`src/design/ssr_defines.vh`:
```
`ifndef SSR_DEFINES_VH
`define SSR_DEFINES_VH
// Register offsets on the plain register port
`define SSR_ADDR_STATUS_CONTROL 4'h0
`define SSR_ADDR_DATA_BUFFER    4'h1
`define SSR_ADDR_CLOCK_CONTROL  4'h2
`define SSR_ADDR_INT_ENABLE     4'h3
`define SSR_ADDR_INT_CONTROL    4'h4
`define SSR_ADDR_EVENT_STATUS   4'h5
`define SSR_ADDR_EVENT_MASK     4'h6
// Receive status and control fields
`define SSR_BIT_SERIAL_PORT_EN  7
`define SSR_BIT_NINE_BIT_SEL    6
`define SSR_BIT_SINGLE_REQ      5
`define SSR_BIT_CONT_RX_EN      4
`define SSR_BIT_OVERRUN         1
`define SSR_BIT_NINTH           0
// Clock control fields
`define SSR_BIT_CLK_SRC_SEL     7
`define SSR_BIT_SYNC_MODE       4
// Interrupt control fields
`define SSR_BIT_GLOBAL_IE       7
`define SSR_BIT_PERIPH_IE       6
// Event status fields
`define SSR_EV_WORD             0
`define SSR_EV_OVERRUN          1
// Reset values
`define SSR_RST_BYTE            8'h00
`define SSR_RST_EVENTS          2'h0
// Interrupt vector
`define SSR_IRQ_VECTOR          16'h0004
`endif

```
`src/design/ssr_rx_fifo.v`:
```
`timescale 1ns/1ps
`default_nettype none
module ssr_rx_fifo #(
	parameter WIDTH = 9
) (
	input  wire             clk,
	input  wire             rstn,
	input  wire             flush,
	input  wire             push,
	input  wire [WIDTH-1:0] push_data,
	input  wire             pop,
	output wire [WIDTH-1:0] head,
	output wire             empty,
	output wire             full
);
	reg [WIDTH-1:0] slot [0:1];
	reg             rd_ptr;
	reg             wr_ptr;
	reg [1:0]       count;

	assign head  = slot[rd_ptr];
	assign empty = (count == 2'h0);
	assign full  = (count == 2'h2);

	always @(posedge clk or negedge rstn) begin
		if (!rstn) begin
			slot[0] <= {WIDTH{1'b0}};
			slot[1] <= {WIDTH{1'b0}};
			rd_ptr  <= 1'b0;
			wr_ptr  <= 1'b0;
			count   <= 2'h0;
		end else if (flush) begin
			rd_ptr <= 1'b0;
			wr_ptr <= 1'b0;
			count  <= 2'h0;
		end else begin
			if (push && !full) begin
				slot[wr_ptr] <= push_data;
				wr_ptr       <= ~wr_ptr;
			end
			if (pop && !empty)
				rd_ptr <= ~rd_ptr;
			case ({push && !full, pop && !empty})
			2'b10:   count <= count + 2'h1;
			2'b01:   count <= count - 2'h1;
			default: count <= count;
			endcase
		end
	end
endmodule
`default_nettype wire

```
`src/design/ssr_receiver.v`:
```
`timescale 1ns/1ps
`default_nettype none
`include "ssr_defines.vh"
// Functional notes
// - Slave receive equals master receive, external clock
// - Single receive request bit ignored
// - Keep receiving during sleep when enabled
// - Completed word moves into receive buffer
// - Receive interrupt wakes sleeping core
// - Global enable sends core to vector
// - Nine-bit mode keeps ninth bit apart
// - Flag on word; interrupt only if enabled
// - Received byte read as 8 bits
// - Clearing continuous enable clears errors
// - Interrupt needs global and peripheral enables
// - Two-word buffer, overrun discards, blocks loads
// - Flag clears when buffer read empty
// - Data read loads next ninth bit
// - Shift clock from pin, never driven
module ssr_receiver (
	input  wire       clk,
	input  wire       rstn,
	input  wire       shift_clk_pin,
	input  wire       data_pin,
	input  wire       core_sleeping,
	input  wire [3:0] addr,
	input  wire [7:0] wdata,
	input  wire       wr,
	input  wire       rd,
	output reg  [7:0] rdata,
	output reg        receive_complete_flag,
	output reg        core_irq,
	output reg        core_wake,
	output reg        vector_branch,
	output reg        event_irq
);
	reg  [2:0] clk_sync;
	reg  [1:0] dat_sync;
	reg        serial_port_enable;
	reg        nine_bit_receive_select;
	reg        single_receive_request;
	reg        continuous_receive_enable;
	reg        clock_source_select;
	reg        sync_mode;
	reg        receive_interrupt_enable;
	reg        global_interrupt_enable;
	reg        peripheral_interrupt_enable;
	reg        overrun_error_flag;
	reg        received_ninth_bit;
	reg        second_ninth;
	reg  [8:0] receive_shift_register;
	reg  [3:0] bit_count;
	reg  [1:0] event_status;
	reg  [1:0] event_mask;
	wire       rise;
	wire       rx_active;
	wire [3:0] word_bits;
	wire       last_bit;
	wire [8:0] next_shift;
	wire [8:0] word_in;
	wire       fifo_full;
	wire       fifo_empty;
	wire [8:0] fifo_head;
	wire       data_read;
	wire       pop;
	wire       push;
	wire       overrun;
	wire       flush;
	wire [1:0] next_events;
	wire       next_flag;
	wire       next_irq;

	function sel;
		input [3:0] a;
		input [3:0] target;
		begin
			sel = (a == target);
		end
	endfunction

	// External clock sampled, never driven
	assign rise = clk_sync[1] & ~clk_sync[2];
	// Single request plays no part here
	assign rx_active = serial_port_enable & sync_mode &
		~clock_source_select & continuous_receive_enable;
	assign word_bits = nine_bit_receive_select ? 4'h9 : 4'h8;
	assign last_bit  = rx_active & rise &
		(bit_count == word_bits - 4'h1);
	// Bits arrive least significant first
	assign next_shift = {dat_sync[1], receive_shift_register[8:1]};
	assign word_in = nine_bit_receive_select ? next_shift :
		{1'b0, next_shift[8:1]};
	assign data_read = rd && sel(addr, `SSR_ADDR_DATA_BUFFER);
	assign pop       = data_read && !fifo_empty;
	assign push    = last_bit && !fifo_full && !overrun_error_flag;
	assign overrun = last_bit && fifo_full && !overrun_error_flag;
	assign flush   = !continuous_receive_enable;

	ssr_rx_fifo #(
		.WIDTH (9)
	) u_fifo (
		.clk       (clk),
		.rstn      (rstn),
		.flush     (1'b0),
		.push      (push),
		.push_data (word_in),
		.pop       (pop),
		.head      (fifo_head),
		.empty     (fifo_empty),
		.full      (fifo_full)
	);

	// Flag follows buffer contents; no software write
	assign next_flag = push |
		(~fifo_empty & ~(pop & ~fifo_full));
	assign next_irq = next_flag & receive_interrupt_enable &
		global_interrupt_enable & peripheral_interrupt_enable;
	// Write-one clear applied before events set, so set wins
	assign next_events = (event_status &
		~((wr && sel(addr, `SSR_ADDR_EVENT_STATUS)) ? wdata[1:0] : 2'h0)) |
		{overrun, push};

	// Input synchronisers
	always @(posedge clk or negedge rstn) begin
		if (!rstn) begin
			clk_sync <= 3'h0;
			dat_sync <= 2'h0;
		end else begin
			clk_sync <= {clk_sync[1:0], shift_clk_pin};
			dat_sync <= {dat_sync[0], data_pin};
		end
	end

	// Shifting runs whether or not the core sleeps
	always @(posedge clk or negedge rstn) begin
		if (!rstn) begin
			receive_shift_register <= 9'h000;
			bit_count              <= 4'h0;
		end else if (!rx_active) begin
			bit_count <= 4'h0;
		end else if (rise) begin
			receive_shift_register <= next_shift;
			bit_count <= last_bit ? 4'h0 : bit_count + 4'h1;
		end
	end

	// Control registers
	always @(posedge clk or negedge rstn) begin
		if (!rstn) begin
			serial_port_enable          <= 1'b0;
			nine_bit_receive_select     <= 1'b0;
			single_receive_request      <= 1'b0;
			continuous_receive_enable   <= 1'b0;
			clock_source_select         <= 1'b0;
			sync_mode                   <= 1'b0;
			receive_interrupt_enable    <= 1'b0;
			global_interrupt_enable     <= 1'b0;
			peripheral_interrupt_enable <= 1'b0;
			event_mask                  <= `SSR_RST_EVENTS;
		end else if (wr) begin
			if (sel(addr, `SSR_ADDR_STATUS_CONTROL)) begin
				serial_port_enable <= wdata[`SSR_BIT_SERIAL_PORT_EN];
				nine_bit_receive_select <= wdata[`SSR_BIT_NINE_BIT_SEL];
				single_receive_request <= wdata[`SSR_BIT_SINGLE_REQ];
				continuous_receive_enable <= wdata[`SSR_BIT_CONT_RX_EN];
			end
			if (sel(addr, `SSR_ADDR_CLOCK_CONTROL)) begin
				clock_source_select <= wdata[`SSR_BIT_CLK_SRC_SEL];
				sync_mode           <= wdata[`SSR_BIT_SYNC_MODE];
			end
			if (sel(addr, `SSR_ADDR_INT_ENABLE))
				receive_interrupt_enable <= wdata[0];
			if (sel(addr, `SSR_ADDR_INT_CONTROL)) begin
				global_interrupt_enable <= wdata[`SSR_BIT_GLOBAL_IE];
				peripheral_interrupt_enable <= wdata[`SSR_BIT_PERIPH_IE];
			end
			if (sel(addr, `SSR_ADDR_EVENT_MASK))
				event_mask <= wdata[1:0];
		end
	end

	// Status, ninth bit and outputs
	always @(posedge clk or negedge rstn) begin
		if (!rstn) begin
			overrun_error_flag    <= 1'b0;
			received_ninth_bit    <= 1'b0;
			second_ninth          <= 1'b0;
			receive_complete_flag <= 1'b0;
			core_irq              <= 1'b0;
			core_wake             <= 1'b0;
			vector_branch         <= 1'b0;
			event_status          <= `SSR_RST_EVENTS;
			event_irq             <= 1'b0;
		end else begin
			if (flush)
				overrun_error_flag <= 1'b0;
			else if (overrun)
				overrun_error_flag <= 1'b1;
			// Ninth bit of the word waiting behind the head
			if (push && !fifo_empty && !pop)
				second_ninth <= word_in[8];
			if (pop) begin
				if (fifo_full)
					received_ninth_bit <= second_ninth;
				else if (push)
					received_ninth_bit <= word_in[8];
			end else if (push && fifo_empty) begin
				received_ninth_bit <= word_in[8];
			end
			receive_complete_flag <= next_flag;
			core_irq  <= next_irq;
			core_wake <= core_sleeping & next_flag &
				receive_interrupt_enable;
			vector_branch <= core_sleeping & next_irq;
			event_status <= next_events;
			event_irq    <= |(next_events & event_mask);
		end
	end

	// Read data one cycle after the strobe
	always @(posedge clk or negedge rstn) begin
		if (!rstn) begin
			rdata <= `SSR_RST_BYTE;
		end else if (rd) begin
			case (addr)
			`SSR_ADDR_STATUS_CONTROL:
				rdata <= {serial_port_enable, nine_bit_receive_select,
					single_receive_request, continuous_receive_enable,
					2'b00, overrun_error_flag, received_ninth_bit};
			`SSR_ADDR_DATA_BUFFER:
				rdata <= fifo_head[7:0];
			`SSR_ADDR_CLOCK_CONTROL:
				rdata <= {clock_source_select, 2'b00, sync_mode, 4'h0};
			`SSR_ADDR_INT_ENABLE:
				rdata <= {6'h00, receive_complete_flag,
					receive_interrupt_enable};
			`SSR_ADDR_INT_CONTROL:
				rdata <= {global_interrupt_enable,
					peripheral_interrupt_enable, 6'h00};
			`SSR_ADDR_EVENT_STATUS:
				rdata <= {6'h00, event_status};
			`SSR_ADDR_EVENT_MASK:
				rdata <= {6'h00, event_mask};
			default:
				rdata <= `SSR_RST_BYTE;
			endcase
		end else begin
			rdata <= `SSR_RST_BYTE;
		end
	end
endmodule
`default_nettype wire

```
`config.mk`:
```
export PLATFORM = sky130hd
export DESIGN_NAME = ssr_receiver
export DESIGN_NICKNAME = d
export VERILOG_FILES = /design/src/design/ssr_rx_fifo.v /design/src/design/ssr_receiver.v
export VERILOG_INCLUDE_DIRS = /design/src /design/src/design
export SDC_FILE = /design/constraint.sdc
export NUM_CORES = 1
export LEC_CHECK = 0
export CAP_MARGIN = 20
export CORE_ASPECT_RATIO = 1.2
export CORE_UTILIZATION = 60
export DETAILED_ROUTE_END_ITERATION = 12
export DONT_BUFFER_PORTS = 1
export PLACE_DENSITY = 0.74
export SLEW_MARGIN = 5
export SYNTH_ARGS = -nofsm -noshare
export SYNTH_HDL_FRONTEND = slang
export SYNTH_SLANG_ARGS = --single-unit
```
`constraint.sdc`:
```
create_clock -name clk -period 3.25 [get_ports clk]
set_input_delay 0.325 -clock clk [delete_from_list [all_inputs] [get_ports clk]]
set_output_delay 0.325 -clock clk [all_outputs]
set_load 0.005 [all_outputs]
```
; ---- After elaboration in Yosys (flattened, before gate mapping)
; Cells that the tools add are included.
[word_totals]
register_bits = 69
latch_bits = 0
ramBits = 0
mem_bits_ro = 0
output_inout_bits = 13
word_cells = 127
mem_count = 0
[op_classes]
n_addsub = 4
multipliers = 0
n_div = 0
n_lt_le_gt_ge = 3
eq_ne = 13
shifts = 0
mux = 21
n_bitwise = 28
n_reduce_logical = 29
[op_table]
columns = operator, n
row1 = case mux 8 bit (7 select lines), 1
row2 = 2-to-1 mux 8 bit, 4
row3 = bitwise mux 18 bit, 1
row4 = 2-to-1 mux 9 bit, 2
row5 = AND 1 bit, 14
row6 = AND reduction 2 bit, 7
row7 = logical AND 1 bit, 13
row8 = equality test 4 x 3 -> 1 bit (second input constant), 3
row9 = 2-to-1 mux 4 bit, 3
row10 = demux 9 bit (select 1 bit), 1
row11 = equality test 4 x 2 -> 1 bit (second input constant), 2
row12 = 2-to-1 mux 1 bit, 7
row13 = inverter 1 bit, 7
row14 = adder 4 x 1 -> 4 bit (second input constant), 1
row15 = AND 2 bit, 2
row16 = equality test 2 bit (second input constant), 2
row17 = equality test 4 x 1 -> 1 bit (second input constant), 1
row18 = equality test 4 bit, 1
row19 = >= comparator 2 bit (second input constant), 2
row20 = logical NOT 1 bit, 4
row21 = logical NOT 4 bit, 1
row22 = inverter 1 -> 2 bit, 2
row23 = case mux 2 bit (2 select lines), 1
row24 = nonzero test 2 bit, 2
row25 = other kinds (14), 14

; ---- Longest topological paths before layout
[logic_depth]
depth_word = 12
ltp_mapped = 8
ltp_nobuf = 7

; ---- Modules after synthesis
; Synthesis repeated with hierarchy kept, for this count alone.
[unflattened]
cells_unflattened = 273
area_unflattened_um2 = 3249.4
[by_module_without_submodules]
columns = module, instances, cells_per_inst, area_each_um2, seq_area_each_um2
row1 = ssr_receiver, 1, 202, 2210.9, 1151.1
row2 = ssr_rx_fifo, 1, 71, 1038.5, 550.5

; ---- Worst setup path before layout
; OpenSTA, ideal clock, no wires.
[synth_timing]
path_kind = reg-to-reg
start = reg clock_source_select
end = reg u_fifo.count[1]
setup_time_ns = 0.125
t_arrival_ns = 2.012
required_ns = 3.125
path_slack_ns = 1.113
stages_incl_launch_ff = 9
n_path_buf = 1
cell_sequence = dfrtp_1 -> nand4b_1 -> or2_2 -> buf_2 -> or4_4 -> ha_1 -> xnor2_1 -> nor2_1 -> xor2_1
[synth_via]
elab_chain_cells = 10
elab_cells_between_ends = 12
[synth_rtl]
columns = item, line_no
row1 = from (decl), ssr_receiver.v:43  ; reg clock_source_select;
row2 = from (signal assigned), ssr_receiver.v:168  ; clock_source_select <= wdata[`SSR_BIT_CLK_SRC_SEL];
row3 = inverter 1 bit (*), ssr_receiver.v:85  ; ~clock_source_select & continuous_receive_enable;
row4 = AND 1 bit (*), ssr_receiver.v:84  ; assign rx_active = serial_port_enable & sync_mode &
row5 = AND 1 bit (*), ssr_receiver.v:85
row6 = AND 1 bit (*) (2 in series), ssr_receiver.v:87  ; assign last_bit = rx_active & rise &
row7 = logical AND 1 bit (*) (2 in series), ssr_receiver.v:95  ; assign push = last_bit && !fifo_full && !overrun_error_flag;
row8 = logical AND 1 bit (*), ssr_rx_fifo.v:43  ; case ({push && !full, pop && !empty})
row9 = equality test 2 x 1 -> 1 bit or equality test 2 bit (tied branches), ssr_rx_fifo.v:43
row10 = case mux 2 bit (2 select lines) or nonzero test 2 bit (tied branches), --
row11 = to (signal assigned), ssr_rx_fifo.v:44  ; 2'b10: count <= count + 2'h1;
row12 = to (signal assigned), ssr_rx_fifo.v:45  ; 2'b01: count <= count - 2'h1;
row13 = to (signal assigned), ssr_rx_fifo.v:46  ; default: count <= count;
row14 = to (decl), ssr_rx_fifo.v:19  ; reg [1:0] count;
; Every way passes the cells marked *; elsewhere a longest branch is shown, timed or not.
; A chain may end at the register's enable or synchronous reset.

; ---- Worst setup path after layout
[layout_timing]
start = reg nine_bit_receive_select
end = reg u_fifo.count[1]
[layout_via]
elab_chain_cells = 9
elab_cells_between_ends = 11
[layout_rtl]
columns = item, line_no
row1 = from (decl), ssr_receiver.v:40  ; reg nine_bit_receive_select;
row2 = from (signal assigned), ssr_receiver.v:163  ; nine_bit_receive_select <= wdata[`SSR_BIT_NINE_BIT_SEL];
row3 = 2-to-1 mux 1 bit (*), ssr_receiver.v:86  ; assign word_bits = nine_bit_receive_select ? 4'h9 : 4'h8;
row4 = subtractor 4 x 1 -> 4 bit (*), ssr_receiver.v:88  ; (bit_count == word_bits - 4'h1);
row5 = equality test 4 bit (*), ssr_receiver.v:88
row6 = AND 1 bit (*), ssr_receiver.v:87
row7 = logical AND 1 bit (*) (2 in series), ssr_receiver.v:95
row8 = logical AND 1 bit (*), ssr_rx_fifo.v:43
row9 = equality test 2 x 1 -> 1 bit or equality test 2 bit (tied branches), ssr_rx_fifo.v:43
row10 = case mux 2 bit (2 select lines) or nonzero test 2 bit (tied branches), --
; Marked as above.

==> results.yml <==
synthesis:
  synth_top_family_by_area: "multiplexers"
  yosys_warnings: 0
  syn_avg_cell_area_um2: 12.0
  ys_seq_area_frac: 0.553
  synth-compound-area-share: 0.0876
  synth_edf_count: 0
  netlist_area_um2: 2980
  synth_top_area_share: 0.553
  postSynth.asyncResetShare: 1.00
  yosys.area_share.adder: 0.00839
  synth_xor_area_frac: 0.0176
  synth-simple-area-share: 0.148
  syn_nets: 269
  synth_cells: 248
  synth.distinct_cells: 45
  synthMuxAreaShare: 0.161
  ys.flop_type: "dfrtp_1"
  synth_seq_cells: 66
  synth_top_area_cell: "dfrtp_1"
  synthTopCellsByArea: "dfrtp_1 55%, mux2_2 15%, nand2_1 4.8%"
floorplanning:
  dieArea_um2: 5260
  core_um2: 4700
  die_h_um: 79.3
  start_util: 0.635
  rows: 27
  die_w_um: 66.4
  io_pins: 32
power_and_ir_drop:
  power_density_nw_per_um2: 590
  p_leak_nw: 1.49
  p_total_w: 0.00193
  ir_worst_vdd_mv: 0.334
critical_path:
  worstPathArrival_ns: 2.79
  path_max_fanout: 14
  required_ns: 3.52
  critPathSlowestCell: "dfrtp_1"
  crit_cells: 6
  cp_top_family: "simple AND/OR/NAND/NOR gates"
  reg2reg_from: "nine_bit_receive_select"
  worstSetupEndpointType: "register"
  cp_cell_sequence: "nand4bb_1, o32a_4, or4_4, ha_1, nor2_1, xor2_1"
  r2r_slack_ns: 0.72
  cpPeakStageDelay_ns: 0.72
  r2r_end: "u_fifo.count[1]"
  critPathBufInv: 0
  r2r_cells: 6
  cp-start-kind: "register"
  critical_path_class: "register to register"
timing:
  rsz0062_at_grt: "false"
  finalSetupTns_ns: 0
  finalCritPeriodShare: 0.777
  fmax_mhz: 396
  finalSetupViolations: 0
  finalHoldViolations: 0
  slew_headroom: 0.475
  min_period_ns: 2.53
  drv_slew: 0
  tightest_slew_ns: 0.781
  clock_skew_ns: 0.00593
clock_tree:
  clk_path_buf_depth: 2
  clk-insertion-delay-late_ns: 0.35
  clk_pin_slew_ns: 0.08
  cts_setup_buffers: 0
  numCtsBuffers: 9
  cts_tree: "done"
  cts.sinks: 66
  h-tree-depth: 3
  cts.root.buffer_cell: "clkbuf_8"
route:
  dr.pass1.iters: 4
  ant_nets: 0
  wl_per_cell_um: 17.3
  vias_per_cell: 6.08
  num_vias: 1926
  wirelength_um: 5480
  drc: 0
  drtIter0Drc: 149
placed_design:
  gp_congestion: 0.793
  io_buffer_count: 0
  placed_area_um2: 3020
  dp_hpwl_um: 3870
  place_inst: 297
global_routing:
  grt_util_met3: 0.0489
  grt_use_total: 0.244
  grt_remaining_overflow: 0
  antenna_found_initial: 0
  grt_pass1_wl_um: 9250
  use_met1: 0.303
  gr-usage-met2: 0.397
  grt_pass1_vias: 1957
  grt_max_degree: 67
  busiest_layer: "met2"
final_layout:
  layout_commonest_cell: "dfrtp_1"
  most-common-layout-cells: "66 x dfrtp_1, 41 x mux2_2, 38 x nand2_1"
  fin_area_um2: 3280
  nNetsFinal: 275
  fillCellCount: 335
  syn_to_final_growth_pct: 9.77
  diodes: 0
  drive_gt1_frac: 0.255
  fin_util: 0.698
  instances_no_fill: 317
min_path:
  holdPathStages: 2
  min_to: "vector_branch"
  min_from: "core_sleeping"
  hp-class: "input pin to register"
run_status:
  outcome: "finished clean"
run:
  maxCapViolations: 0
[synthesized netlist by cell type, types with 2 or more instances]
cell        n
xnor2_1     3
nand3_1     3
mux2i_1     2
nand2b_1    4
o31ai_1     4
buf_2       3
o21ai_0     3
o211ai_1    2
o41ai_1     2
nand4bb_1   2
nor2_1     10
a222oi_1    3
o21a_1      2
nor3_1      4
a21oi_1     5
a22oi_1     6
and2_1      2
nand2_1    38
clkbuf_1    6
or3_1       3
a31oi_1     3
mux2_2     41
inv_1       6
xor2_1      3
nand3b_1    2
dfrtp_1    66
ha_1        2
[power breakdown]
group | switching [W] | total (W) | internal (W)
logic | 0.000106 | 0.000229 | 0.000124
registers | 0.000115 | 0.00102 | 0.000903
clock network | 0.000328 | 0.000686 | 0.000358
total | 0.000548 | 0.00193 | 0.00138
[worst max-delay path by stage]
| stage | to | from |
|---|---|---|
| detailed placement | u_fifo.count[1] | nine_bit_receive_select |
| global placement | u_fifo.count[1] | nine_bit_receive_select |
| global route | u_fifo.count[1] | nine_bit_receive_select |
| floorplan | u_fifo.count[1] | clock_source_select |
| finish | u_fifo.count[1] | nine_bit_receive_select |
| CTS | u_fifo.count[1] | nine_bit_receive_select |
[layer usage]
layer,vias up,routed length [um]
li1,905,-
met2,45,2730
met1,964,2400
met5,-,0
met4,0,125
met3,12,213
[layout make-up]
class	count	area, um^2	share of cell area
Clock inverter	7	78.8	0.0241
Inverter	6	22.5	0.00688
Multi-Input combinational cell	166	1260	0.385
Timing Repair Buffer	5	65.1	0.0199
Sequential cell	66	1650	0.504
Tap cell	58	72.6	0.0222
Clock buffer	9	124	0.0378
[state kept, by name, summed over array words and instances, names as in the netlist, 2 cells and up]
signal,count
receive_shift_register,8
u_fifo.count,2
u_fifo.slot,16
dat_sync,2
clk_sync,3
bit_count,4
event_status,2
event_mask,2
rdata,8
[worst register-to-register path, stage by stage, from the launching register on]
cell and delay [ns]:
dfrtp_1 0.72, nand4bb_1 0.18, o32a_4 0.34, or4_4 0.55, ha_1 0.32, nor2_1 0.15
xor2_1 0.18
[cells by family after synthesis]
kind of cell | count (synthesis)
xor+xnor | 6
mux | 43
simple gates | 81
buf+inv | 16
fa+ha+maj | 2
compound gates | 34
flops | 66
[timing repair]
| action | in CTS | in global routing |
|---|---|---|
| hold buffers | 4 | 0 |
| gates resized for setup | 0 | 0 |
| hold endpoints to repair | 68 | 0 |
[per-stage QoR]
stage	hold WS, ns	setup slack [ns]
floorplan	0.0294	1.11
global placement	0.0306	0.818
detailed placement	0.0308	0.782
CTS	0.107	0.709
global route	0.107	0.575
finish	0.118	0.723
No activity file was read; power rests on OpenSTA's default activity.
